--- src/rtl/endec_pkg.sv ---
// Functional notes
// RQ1: With the mode input low, each transmit pulse becomes a short IR pulse.
// RQ2: In data mode each IR receive pulse is stretched to one bit time.
// RQ3: The transceiver sends active-low receive pulses of at least 1.63 us.
// RQ4: With the mode input high, serial characters are control words.
// RQ5: A new control word takes effect only when the mode input falls.
// RQ6: Reset clears every internal configuration register.
// RQ7: Reset loads 9600 bit/s and the fixed 1.627 us pulse width.
// RQ8: The host holds reset at start-up and for at least 1 us each time; the bench holds it only 20 cycles (under 1 us) at start-up.
// RQ9: The oscillator is stopped while reset is asserted.
// RQ10: The shutdown output is the inverse of the reset input.
// RQ11: Two active-low user outputs follow the two user bits of the config.
// RQ12: An active-low transmit activity output drives an LED.
// RQ13: An active-low receive activity output drives an LED.
// RQ14: Only the low seven bits of a control character count, sent as 8N1.
// RQ15: Bit 4 picks 1.627 us or 3/16 bit pulses; bits 5 and 6 are user bits.
// RQ16: The low four bits pick the rate, codes 0 to 5 as 115.2k down to 12.8k.
// RQ17: Timing comes from dividing the clock; one IR pulse per zero bit.
package endec_pkg;

  ////////////////////////////////////////////////////////////////////////////
  // Clock and timing
  localparam int unsigned CLK_HZ   = 40_000_000;
  localparam int unsigned CLK_MHZ  = 40;
  localparam int unsigned PULSE_NS = 1627;
  localparam logic [15:0] PULSE_CYC =
    16'((PULSE_NS * CLK_MHZ + 999) / 1000);

  // Bit periods of the fast rate codes 0 to 5
  localparam logic [15:0] BIT_CYC_115K2 = 16'(CLK_HZ / 115200);
  localparam logic [15:0] BIT_CYC_57K6  = 16'(CLK_HZ / 57600);
  localparam logic [15:0] BIT_CYC_38K4  = 16'(CLK_HZ / 38400);
  localparam logic [15:0] BIT_CYC_19K2  = 16'(CLK_HZ / 19200);
  localparam logic [15:0] BIT_CYC_14K4  = 16'(CLK_HZ / 14400);
  localparam logic [15:0] BIT_CYC_12K8  = 16'(CLK_HZ / 12800);

  // Slow rate codes 6 to 12, entry 0 is 9600 bit/s
  localparam logic [6:0][15:0] SLOW_BIT_CYC_DEF = {
    16'(CLK_HZ / 1200), 16'(CLK_HZ / 1800), 16'(CLK_HZ / 2400),
    16'(CLK_HZ / 3600), 16'(CLK_HZ / 4800), 16'(CLK_HZ / 7200),
    16'(CLK_HZ / 9600)};
  localparam logic [3:0] RATE_SLOW_FIRST = 4'h6;

  ////////////////////////////////////////////////////////////////////////////
  // Control word
  typedef struct packed {
    logic       user_rear;   // bit 6
    logic       user_front;  // bit 5
    logic       width_fixed; // bit 4
    logic [3:0] rate_select_code;
  } cfg_t;

  localparam int unsigned CFG_BITS       = 7;
  localparam int unsigned CHAR_BITS      = 8;
  localparam int unsigned CFG_RATE_LSB   = 0;
  localparam int unsigned CFG_WIDTH_BIT  = 4;
  localparam int unsigned CFG_FRONT_BIT  = 5;
  localparam int unsigned CFG_REAR_BIT   = 6;
  localparam cfg_t        CFG_RESET      = cfg_t'(7'h16);

  ////////////////////////////////////////////////////////////////////////////
  // Avalon register map, byte addresses
  localparam logic [3:0] ADDR_ACTIVE  = 4'h0;
  localparam logic [3:0] ADDR_PENDING = 4'h4;
  localparam logic [3:0] ADDR_STATUS  = 4'h8;
  localparam int unsigned STAT_MODE_BIT = 0;
  localparam int unsigned STAT_TX_BIT   = 1;
  localparam int unsigned STAT_RX_BIT   = 2;

endpackage

--- src/rtl/pulse_timer.sv ---
`timescale 1ns/10ps
module pulse_timer
(
  // Clock and reset
  input  wire logic        clock,
  input  wire logic        rstn,
  // Start and length
  input  wire logic        trig,
  input  wire logic [15:0] len,
  // Pulse
  output logic             active
);

  typedef struct packed {
    logic [15:0] cnt;
    logic        active;
  } pt_state_t;

  pt_state_t st_ff;
  pt_state_t nxt_st;

  // Restartable one-shot of len cycles
  always_comb
  begin
    nxt_st = st_ff;
    if (trig)
    begin
      nxt_st.active = 1'b1;
      nxt_st.cnt    = (len == 16'h0) ? 16'h0 : len - 16'h1;
    end
    else if (st_ff.active)
    begin
      if (st_ff.cnt == 16'h0)
        nxt_st.active = 1'b0;
      else
        nxt_st.cnt = st_ff.cnt - 16'h1;
    end
  end

  always_ff @(posedge clock or negedge rstn)
  begin
    if (!rstn)
      st_ff <= '0;
    else
      st_ff <= nxt_st;
  end

  assign active = st_ff.active;

endmodule

--- src/rtl/char_rx.sv ---
`timescale 1ns/10ps
module char_rx
(
  // Clock and reset
  input  wire logic        clock,
  input  wire logic        rstn,
  // Line and timing
  input  wire logic        enable,
  input  wire logic        rx,
  input  wire logic [15:0] bit_cyc,
  // Received character
  output logic             char_valid,
  output logic [7:0]       char_data
);

  typedef enum logic [3:0] {
    RX_IDLE  = 4'h1,
    RX_START = 4'h2,
    RX_DATA  = 4'h4,
    RX_STOP  = 4'h8
  } rx_fsm_t;

  typedef struct packed {
    rx_fsm_t     state;
    logic [15:0] cnt;
    logic [2:0]  bits;
    logic [7:0]  shift;
    logic        valid;
  } rx_state_t;

  rx_state_t st_ff;
  rx_state_t nxt_st;

  // 8N1 receiver sampling mid-bit
  always_comb
  begin
    nxt_st       = st_ff;
    nxt_st.valid = 1'b0;
    if (!enable)
    begin
      nxt_st.state = RX_IDLE;
      nxt_st.cnt   = 16'h0;
    end
    else
    begin
      unique case (st_ff.state)
        RX_IDLE:
          if (!rx)
          begin
            nxt_st.state = RX_START;
            nxt_st.cnt   = bit_cyc >> 1;
          end
        RX_START:
          if (st_ff.cnt != 16'h0)
            nxt_st.cnt = st_ff.cnt - 16'h1;
          else if (!rx)
          begin
            nxt_st.state = RX_DATA;
            nxt_st.cnt   = bit_cyc - 16'h1;
            nxt_st.bits  = 3'h0;
          end
          else
            nxt_st.state = RX_IDLE;      // Glitch, not a start bit
        RX_DATA:
          if (st_ff.cnt != 16'h0)
            nxt_st.cnt = st_ff.cnt - 16'h1;
          else
          begin
            nxt_st.shift = {rx, st_ff.shift[7:1]};
            nxt_st.cnt   = bit_cyc - 16'h1;
            if (st_ff.bits == 3'h7)
              nxt_st.state = RX_STOP;
            else
              nxt_st.bits = st_ff.bits + 3'h1;
          end
        RX_STOP:
          if (st_ff.cnt != 16'h0)
            nxt_st.cnt = st_ff.cnt - 16'h1;
          else
          begin
            nxt_st.valid = rx;             // Framing error drops it
            nxt_st.state = RX_IDLE;
          end
        default:
          nxt_st.state = RX_IDLE;
      endcase
    end
  end

  always_ff @(posedge clock or negedge rstn)
  begin
    if (!rstn)
      st_ff <= '{state: RX_IDLE, cnt: 16'h0, bits: 3'h0, shift: 8'h0,
                 valid: 1'b0};
    else
      st_ff <= nxt_st;
  end

  assign char_valid = st_ff.valid;
  assign char_data  = st_ff.shift;

endmodule

--- src/rtl/sir_infrared_pulse_endec.sv ---
`timescale 1ns/10ps
module sir_infrared_pulse_endec
#(
  parameter logic [6:0][15:0] SLOW_BIT_CYC = endec_pkg::SLOW_BIT_CYC_DEF
)
(
  // Clock and reset
  input  wire logic        clock,
  input  wire logic        rstn,
  // Host serial side
  input  wire logic        serial_tx_in,
  output logic             serial_rx_out,
  input  wire logic        config_mode_select,
  // Infrared transceiver side
  output logic             ir_tx_pulse_out,
  input  wire logic        ir_rx_pulse_in_n,
  output logic             transceiver_shutdown_n,
  // Oscillator run, user and indicator outputs
  output logic             osc_run,
  output logic             user_out_front_n,
  output logic             user_out_rear_n,
  output logic             tx_activity_indicator_n,
  output logic             rx_activity_indicator_n,
  // Avalon-MM slave
  input  wire logic [3:0]  avs_address,
  input  wire logic        avs_read,
  input  wire logic        avs_write,
  input  wire logic [31:0] avs_writedata,
  output logic [31:0]      avs_readdata,
  output logic             avs_waitrequest
);

  ////////////////////////////////////////////////////////////////////////////
  // State

  typedef struct packed {
    endec_pkg::cfg_t active;
    endec_pkg::cfg_t pending;
    logic            mode_prev;
    logic            tx_prev;
    logic            rx_prev;
    logic [15:0]     tx_bit_cnt;
    logic            ir_tx;
    logic            ser_rx;
    logic            tx_led_n;
    logic            rx_led_n;
    logic            front_n;
    logic            rear_n;
    logic            sd_n;
    logic            osc;
    logic            waitreq;
    logic [31:0]     rdata;
  } top_state_t;

  localparam top_state_t ST_RESET = '{
    active:     endec_pkg::CFG_RESET,                      // see RQ7
    pending:    endec_pkg::CFG_RESET,
    mode_prev:  1'b0,
    tx_prev:    1'b1,
    rx_prev:    1'b1,
    tx_bit_cnt: 16'h0,
    ir_tx:      1'b0,
    ser_rx:     1'b1,
    tx_led_n:   1'b1,
    rx_led_n:   1'b1,
    front_n:    1'b1,
    rear_n:     1'b1,
    sd_n:       1'b0,
    osc:        1'b0,
    waitreq:    1'b1,
    rdata:      32'h0
  };

  top_state_t  st_ff;
  top_state_t  nxt_st;

  logic [15:0] bit_cyc;
  logic [15:0] pulse_len;
  logic [15:0] short_len;
  logic        data_mode;
  logic        tx_trig;
  logic        rx_trig;
  logic        tx_active;
  logic        rx_active;
  logic        char_valid;
  logic [7:0]  char_data;
  logic        bus_req;
  logic [31:0] rd_mux;

  assign data_mode = !config_mode_select;
  assign bus_req   = avs_read | avs_write;

  ////////////////////////////////////////////////////////////////////////////
  // Rate and pulse width

  // Bit period of the active rate code
  always_comb
  begin
    unique case (st_ff.active.rate_select_code)
      4'h0: bit_cyc = endec_pkg::BIT_CYC_115K2;      // see RQ16
      4'h1: bit_cyc = endec_pkg::BIT_CYC_57K6;       // see RQ16
      4'h2: bit_cyc = endec_pkg::BIT_CYC_38K4;
      4'h3: bit_cyc = endec_pkg::BIT_CYC_19K2;
      4'h4: bit_cyc = endec_pkg::BIT_CYC_14K4;
      4'h5: bit_cyc = endec_pkg::BIT_CYC_12K8;
      4'h6, 4'h7, 4'h8, 4'h9, 4'ha, 4'hb, 4'hc:
        bit_cyc = SLOW_BIT_CYC[3'(st_ff.active.rate_select_code
                                  - endec_pkg::RATE_SLOW_FIRST)];
      default: bit_cyc = SLOW_BIT_CYC[0];
    endcase
  end

  // Fixed short pulse or three sixteenths of a bit
  assign short_len = 16'((18'(bit_cyc) * 18'h3) >> 4);
  assign pulse_len = st_ff.active.width_fixed ? endec_pkg::PULSE_CYC
                                              : short_len;   // see RQ15

  ////////////////////////////////////////////////////////////////////////////
  // Pulse timers and control character receiver

  // Shortened transmit pulse
  pulse_timer u_tx_pulse
  (
    .clock  (clock),
    .rstn   (rstn),
    .trig   (tx_trig),
    .len    (pulse_len),
    .active (tx_active)
  );

  // Received pulse stretched to one bit
  pulse_timer u_rx_stretch
  (
    .clock  (clock),
    .rstn   (rstn),
    .trig   (rx_trig),
    .len    (bit_cyc),
    .active (rx_active)
  );

  // Control characters, only in programming mode
  char_rx u_char_rx
  (
    .clock      (clock),
    .rstn       (rstn),
    .enable     (config_mode_select),                        // see RQ4
    .rx         (serial_tx_in),
    .bit_cyc    (bit_cyc),
    .char_valid (char_valid),
    .char_data  (char_data)
  );

  ////////////////////////////////////////////////////////////////////////////
  // Register read mux

  always_comb
  begin
    rd_mux = 32'h0;
    unique case (avs_address)
      endec_pkg::ADDR_ACTIVE:  rd_mux = {25'h0, st_ff.active};
      endec_pkg::ADDR_PENDING: rd_mux = {25'h0, st_ff.pending};
      endec_pkg::ADDR_STATUS:
      begin
        rd_mux[endec_pkg::STAT_MODE_BIT] = config_mode_select;
        rd_mux[endec_pkg::STAT_TX_BIT]   = tx_active;
        rd_mux[endec_pkg::STAT_RX_BIT]   = rx_active;
      end
      default: rd_mux = 32'h0;                    // Unmapped reads zero
    endcase
  end

  ////////////////////////////////////////////////////////////////////////////
  // Next state

  always_comb
  begin
    nxt_st  = st_ff;
    tx_trig = 1'b0;
    rx_trig = 1'b0;

    // Edge history of the serial and IR inputs
    nxt_st.tx_prev   = serial_tx_in;
    nxt_st.rx_prev   = ir_rx_pulse_in_n;
    nxt_st.mode_prev = config_mode_select;

    // One short IR pulse per zero bit, resynced on each fall
    if (data_mode)
    begin
      if (st_ff.tx_prev && !serial_tx_in)
      begin
        tx_trig           = 1'b1;                          // see RQ1
        nxt_st.tx_bit_cnt = bit_cyc - 16'h1;               // see RQ17
      end
      else if (!serial_tx_in && st_ff.tx_bit_cnt == 16'h0)
      begin
        tx_trig           = 1'b1;                          // see RQ17
        nxt_st.tx_bit_cnt = bit_cyc - 16'h1;
      end
      else if (st_ff.tx_bit_cnt != 16'h0)
        nxt_st.tx_bit_cnt = st_ff.tx_bit_cnt - 16'h1;
    end
    else
      nxt_st.tx_bit_cnt = 16'h0;

    // Falling edge of the active-low IR receive input
    if (data_mode && st_ff.rx_prev && !ir_rx_pulse_in_n)
      rx_trig = 1'b1;                                      // see RQ2

    // Bus write to the pending word, takes effect like a character
    if (avs_write && !st_ff.waitreq &&
        avs_address == endec_pkg::ADDR_PENDING)
      nxt_st.pending = endec_pkg::cfg_t'(avs_writedata[6:0]);

    // Control character keeps its low seven bits only
    if (config_mode_select && char_valid)
      nxt_st.pending = endec_pkg::cfg_t'(char_data[6:0]);  // see RQ14

    // Pending word becomes active when the mode input falls
    if (st_ff.mode_prev && !config_mode_select)
      nxt_st.active = st_ff.pending;                       // see RQ5

    // Data path outputs, idle outside data mode
    nxt_st.ir_tx    = data_mode & tx_active;               // see RQ1
    nxt_st.ser_rx   = !(data_mode & rx_active);            // see RQ2
    nxt_st.tx_led_n = !(data_mode & tx_active);            // see RQ12
    nxt_st.rx_led_n = !(data_mode & rx_active);            // see RQ13

    // User outputs follow the configuration that takes effect
    nxt_st.front_n = !nxt_st.active.user_front;            // see RQ11
    nxt_st.rear_n  = !nxt_st.active.user_rear;             // see RQ11

    // Leave shutdown and restart oscillator once reset is gone
    nxt_st.sd_n = 1'b1;                                    // see RQ10
    nxt_st.osc  = 1'b1;                                    // see RQ9

    // Avalon: one wait cycle, then one cycle with waitrequest low
    nxt_st.waitreq = 1'b1;
    if (bus_req && st_ff.waitreq)
    begin
      nxt_st.waitreq = 1'b0;
      nxt_st.rdata   = rd_mux;
    end
  end

  ////////////////////////////////////////////////////////////////////////////
  // State register

  // Reset clears config and loads the default word
  always_ff @(posedge clock or negedge rstn)
  begin
    if (!rstn)
      st_ff <= ST_RESET;                                   // see RQ6
    else
      st_ff <= nxt_st;
  end

  ////////////////////////////////////////////////////////////////////////////
  // Outputs

  assign ir_tx_pulse_out         = st_ff.ir_tx;
  assign serial_rx_out           = st_ff.ser_rx;
  assign tx_activity_indicator_n = st_ff.tx_led_n;
  assign rx_activity_indicator_n = st_ff.rx_led_n;
  assign user_out_front_n        = st_ff.front_n;
  assign user_out_rear_n         = st_ff.rear_n;
  assign transceiver_shutdown_n  = st_ff.sd_n;             // see RQ10
  assign osc_run                 = st_ff.osc;              // see RQ9
  assign avs_readdata            = st_ff.rdata;
  assign avs_waitrequest         = st_ff.waitreq;

  // Default word 9600 bit/s and fixed pulse is in ST_RESET   see RQ7

endmodule

--- config.mk ---
export PLATFORM = sky130hd
export DESIGN_NAME = sir_infrared_pulse_endec
export DESIGN_NICKNAME = d
export VERILOG_FILES = /design/src/rtl/endec_pkg.sv /design/src/rtl/pulse_timer.sv /design/src/rtl/char_rx.sv /design/src/rtl/sir_infrared_pulse_endec.sv
export SDC_FILE = /design/constraint.sdc
export NUM_CORES = 1
export LEC_CHECK = 0
export BUFFER_PORTS_ARGS = -buffer_cell sky130_fd_sc_hd__buf_2
export CAP_MARGIN = 20
export CORE_AREA = 2 2 142 144
export DETAILED_ROUTE_END_ITERATION = 10
export DIE_AREA = 0 0 144 146
export HOLD_SLACK_MARGIN = 0.03
export PLACE_DENSITY = 0.7
export SLEW_MARGIN = 20
export SYNTH_ARGS = -nofsm -noshare
export SYNTH_HDL_FRONTEND = slang
export SYNTH_HIERARCHICAL = 1
export SYNTH_SLANG_ARGS = --single-unit
--- constraint.sdc ---
create_clock -name clock -period 5.86 [get_ports clock]
set_input_delay 1.172 -clock clock [delete_from_list [all_inputs] [get_ports clock]]
set_output_delay 1.172 -clock clock [all_outputs]
set_load 0.005 [all_outputs]
# After elaboration in Yosys (flattened, before gate mapping)
# Memory sizes are Yosys's and may differ from the RTL's.
# Index checks and enable logic that the tools add are counted.
# totals
register_bits	138
mem_bits_ro	128
inputBits	43
out_inout_bits	41
memories	1
# op_classes
add_sub_neg	8
multipliers	1
magnitude_cmp	1
eq_ne	33
muxes	47
n_bitwise	4
n_reduce_logical	38
# mem_list
memory	depth	word_bits	rd	rd_clocked_by_memory_dff	wr	line	rtl
(name not given)	8	16	1	0	0	sir_infrared_pulse_endec.sv:107	bit_cyc = SLOW_BIT_CYC[3'(st_ff.active.rate_select_code
# ops
operator	count
2-to-1 mux 16 bit	12
one-hot mux 16 bit (7 select lines)	1
zero test 16 bit	5
subtractor 16 x 1 -> 16 bit, second input constant	5
2-to-1 mux 17 bit	4
one-hot mux 16 bit (4 select lines)	1
2-to-1 mux 20 bit	2
2-to-1 mux 33 bit	1
nonzero test 16 bit	2
equality test 4 bit, second input constant	7
equality test 4 x 3 -> 1 bit, second input constant	6
2-to-1 mux 7 bit	3
2-to-1 mux 19 bit	1
multiplier 16 x 2 -> 18 bit, second input constant	1
2-to-1 mux 4 bit	4
one-hot mux 4 bit (4 select lines)	1
subtractor 14 x 1 -> 15 bit, second input constant	1
2-to-1 mux 14 bit	1
equality test 4 x 2 -> 1 bit, second input constant	3
inequality test 2 bit, second input constant	6
inequality test 3 bit, second input constant	4
2-to-1 mux 11 bit	1
logical AND 1 bit	9
2-to-1 mux 1 bit	9
other kinds (25)	42

# Depth between registers and ports, before layout
# depth
depth_word	9
depth_mapped	26
ltp_nobuf	22

# By module
# Netlist, hierarchy kept.
# by_module_without_submodules
mod	instances	cells_per_inst	area_each_um2
sir_infrared_pulse_endec	1	520	4449.3
pulse_timer	2	150	1257.5
char_rx	1	290	2476.1

# Worst setup path after synthesis
# Ideal clock, no wire load.
# synth_timing
kind	register to register
startpoint	reg, netlist name st_ff[68]
endpoint	reg u_tx_pulse/st_ff[9] in the netlist's numbering
setup_time_ps	121
arrival_ps	5948
setup_slack_ps	-209
stages_incl_launch_ff	24
period_less_slack_ps	6069
cell_sequence	dfstp_2 -> inv_1 -> ha_1 -> clkbuf_1 -> clkbuf_1 -> a21oi_1 -> o22ai_1 -> inv_1 -> ha_1 -> a21oi_1 -> nor2b_1 -> o21ai_0 -> nand2b_1 -> a221oi_1 -> o221ai_2 -> a31oi_1 -> mux2_2 -> or4_1 -> or3_1 -> buf_2 -> o21ai_2 -> buf_4 -> nor2_1 -> o22a_1
# synth_rtl
element	line	rtl
to (signal assigned)	pulse_timer.sv:45	st_ff <= nxt_st;
to (decl)	pulse_timer.sv:19	pt_state_t st_ff;

==> results.yml <==
critical_path:
  cp-start-kind: "flop"
  cp-end-kind: "flop"
  r2r_cells: 21
  cp_max_fo: 9
  cp_data_arrival_time_ns: 5.95
  cp.required_ns: 6.16
  path_class: "reg2reg"
grt:
  grt_pass1_wl_um: 38400
  antenna_found_initial: 0
  grtUsageMet3_pct: 3.39
  use_met1_pct: 31.4
  grtUsageMet2_pct: 35.2
  top_usage_layer: "met2"
  grt_use_total_pct: 22.5
  grt_max_degree: 64
  grt-ovfl-total: 0
  grt_pass1_vias: 7926
detailed_routing:
  drtIter0Drc: 756
  routed_wl_um: 22900
  drc: 0
  route.vias.total: 8147
  wl_per_cell_um: 16.0
  drtAntennaViolNets: 0
  via_per_inst: 5.72
  first_pass_iters: 5
clock_network:
  tritoncts: "built"
  clk_pin_slew_ns: 0.06
  clk_latency_ns: 0.41
  h-tree-depth: 4
  clkSinkCount: 113
  cts_buffers: 17
  root_buffer: "clkbuf_16"
  clk_path_buf_depth: 2
  cts.hold.buffers_added: 0
cells_and_area:
  layout-drive-gt1-share_pct: 16.3
  syn_to_final_growth_pct: 11.1
  fin_util_pct: 54.2
  final_cell_area_um2: 10500
  num-fill-cells: 1802
  instances_no_fill: 1425
  diodes: 0
  ff_latch_area_um2: 2850
  final_nets: 1245
  multi_input_area_um2: 5990
yosys:
  syn_avg_cell_area_um2: 8.51
  synth_cells: 1109
  yosysWarnings: 6
  synth_area_um2: 9430
die:
  coreArea_um2: 19300
  dieArea_um2: 21000
  fp.dieH_um: 146
  io-pin-count: 84
  die_w_um: 144
  initial_core_util_pct: 48.8
  rows: 51
placed_design:
  io_buffers: 33
  placed_cell_area_um2: 9830
  dp_cells: 1389
  place_congestion: 0.865
  dpl.hpwl_um: 16600
pwr:
  leakage_nw: 4.56
  vdd_drop_max_mv: 0.365
  total_power_mw: 5.79
  p_per_area_nw_per_um2: 553
timing:
  hold_viol: 0
  min_period_over_period_pct: 96.5
  clock-skew-final_ns: 0.00954
  tightest_slew_ns: 0.827
  min_period_ns: 5.66
  slew_headroom_pct: 44.9
  drv_slew: 0
  setup_viol: 0
  whs_ns: 0.439
  fmax_mhz: 177
run_status:
  status: "finished, final reports clean"
flow_run:
  max_cap_violations: 0
worst_hold_path:
  hold_path.class: "reg2reg"
  min_path_cells: 1
-- where the power goes --
group	total (mW)	switching, mW	internal, mW
logic	3.56	2.02	1.54
clock network	0.969	0.385	0.584
registers	1.26	0.251	1.01
total	5.79	2.66	3.13
-- cells in the final DEF (no fill, tap or decap), types with 29 or more instances in the layout --
| master | n |
|---|---|
| a21oi_1 | 46 |
| buf_2 | 32 |
| buf_4 | 51 |
| conb_1 | 32 |
| dfrtp_1 | 99 |
| ha_1 | 53 |
| inv_1 | 52 |
| nand2_1 | 86 |
| nor2_1 | 97 |
| nor3_1 | 36 |
| o21ai_0 | 53 |
| o22ai_1 | 29 |
| xnor2_1 | 51 |
| xor2_1 | 37 |
-- flip-flops by register name, summed over array words and instances (netlist names), 7 cells and up --
name / count
u_char_rx/st_ff: 23
avs_readdata: 7
st_ff: 33
u_tx_pulse/st_ff: 16
u_rx_stretch/st_ff: 16
u_char_rx/char_data: 8
-- worst max-delay path, stage by stage, from the launching register on --
cell and delay (ns):
dfstp_2 0.61, clkinvlp_4 0.18, ha_2 0.24, nor4_2 0.33
o32a_1 0.21, buf_4 0.19, mux2i_4 0.33, inv_1 0.10
ha_1 0.29, nand2_1 0.07, o21ai_0 0.10, o2111a_1 0.34
nor2_4 0.21, o221ai_2 0.15, a31oi_2 0.23, mux2_2 0.38
or4_4 0.57, or3_4 0.43, o21ai_4 0.19, buf_4 0.18
nor2_1 0.05, o22a_1 0.16
-- final cells by class --
| class | instances | share of cell area, % |
|---|---|---|
| tap | 265 | 3.16 |
| timing repair buffer | 84 | 5.33 |
| clock inverter | 12 | 1.06 |
| inverter | 54 | 1.97 |
| multi-input combinational | 877 | 57.1 |
| clock buffer | 20 | 4.17 |
| sequential | 113 | 27.2 |
-- repair_timing --
item,in CTS,in global routing
resized for setup,0,10
endpoints found under the setup margin,0,14
buffers inserted,0,3
-- per-layer routing --
metal / wire, µm / part of all wire, % / vias up
met3: 950 / 4.2 / 33
met5: 0 / 0 / -
li1: - / - / 4009
met4: 413 / 1.8 / 0
met1: 10900 / 47 / 3881
met2: 10700 / 47 / 224
-- metrics by stage --
step	setup TNS [ns]	setup slack, ns
floorplan	0	0.0569
finish	0	0.204
global route	-0.0332	-0.0332
detailed placement	0	0.0752
global placement	0	0.180
CTS	0	0.0444
-- final timing paths --
| check | startpoint | slack [ns] | end |
|---|---|---|---|
| setup reg to reg | st_ff[68]$_DFFE_PN1P_ | 0.20 | u_tx_pulse/st_ff[9]$_DFFE_PN0P_ |
| min in group asynchronous | rstn | 0.86 | u_char_rx/st_ff[17]$_DFFE_PN0P_ |
| hold / removal | st_ff[73]$_DFF_PN0_ | 0.44 | user_out_rear_n$_DFF_PN1_ |
| hold reg to reg | st_ff[73]$_DFF_PN0_ | 0.44 | user_out_rear_n$_DFF_PN1_ |
| setup / recovery | st_ff[68]$_DFFE_PN1P_ | 0.20 | u_tx_pulse/st_ff[9]$_DFFE_PN0P_ |
| max in group asynchronous | rstn | 3.86 | ir_tx_pulse_out$_DFF_PN0_ |
(Power assumes the default switching activity.)
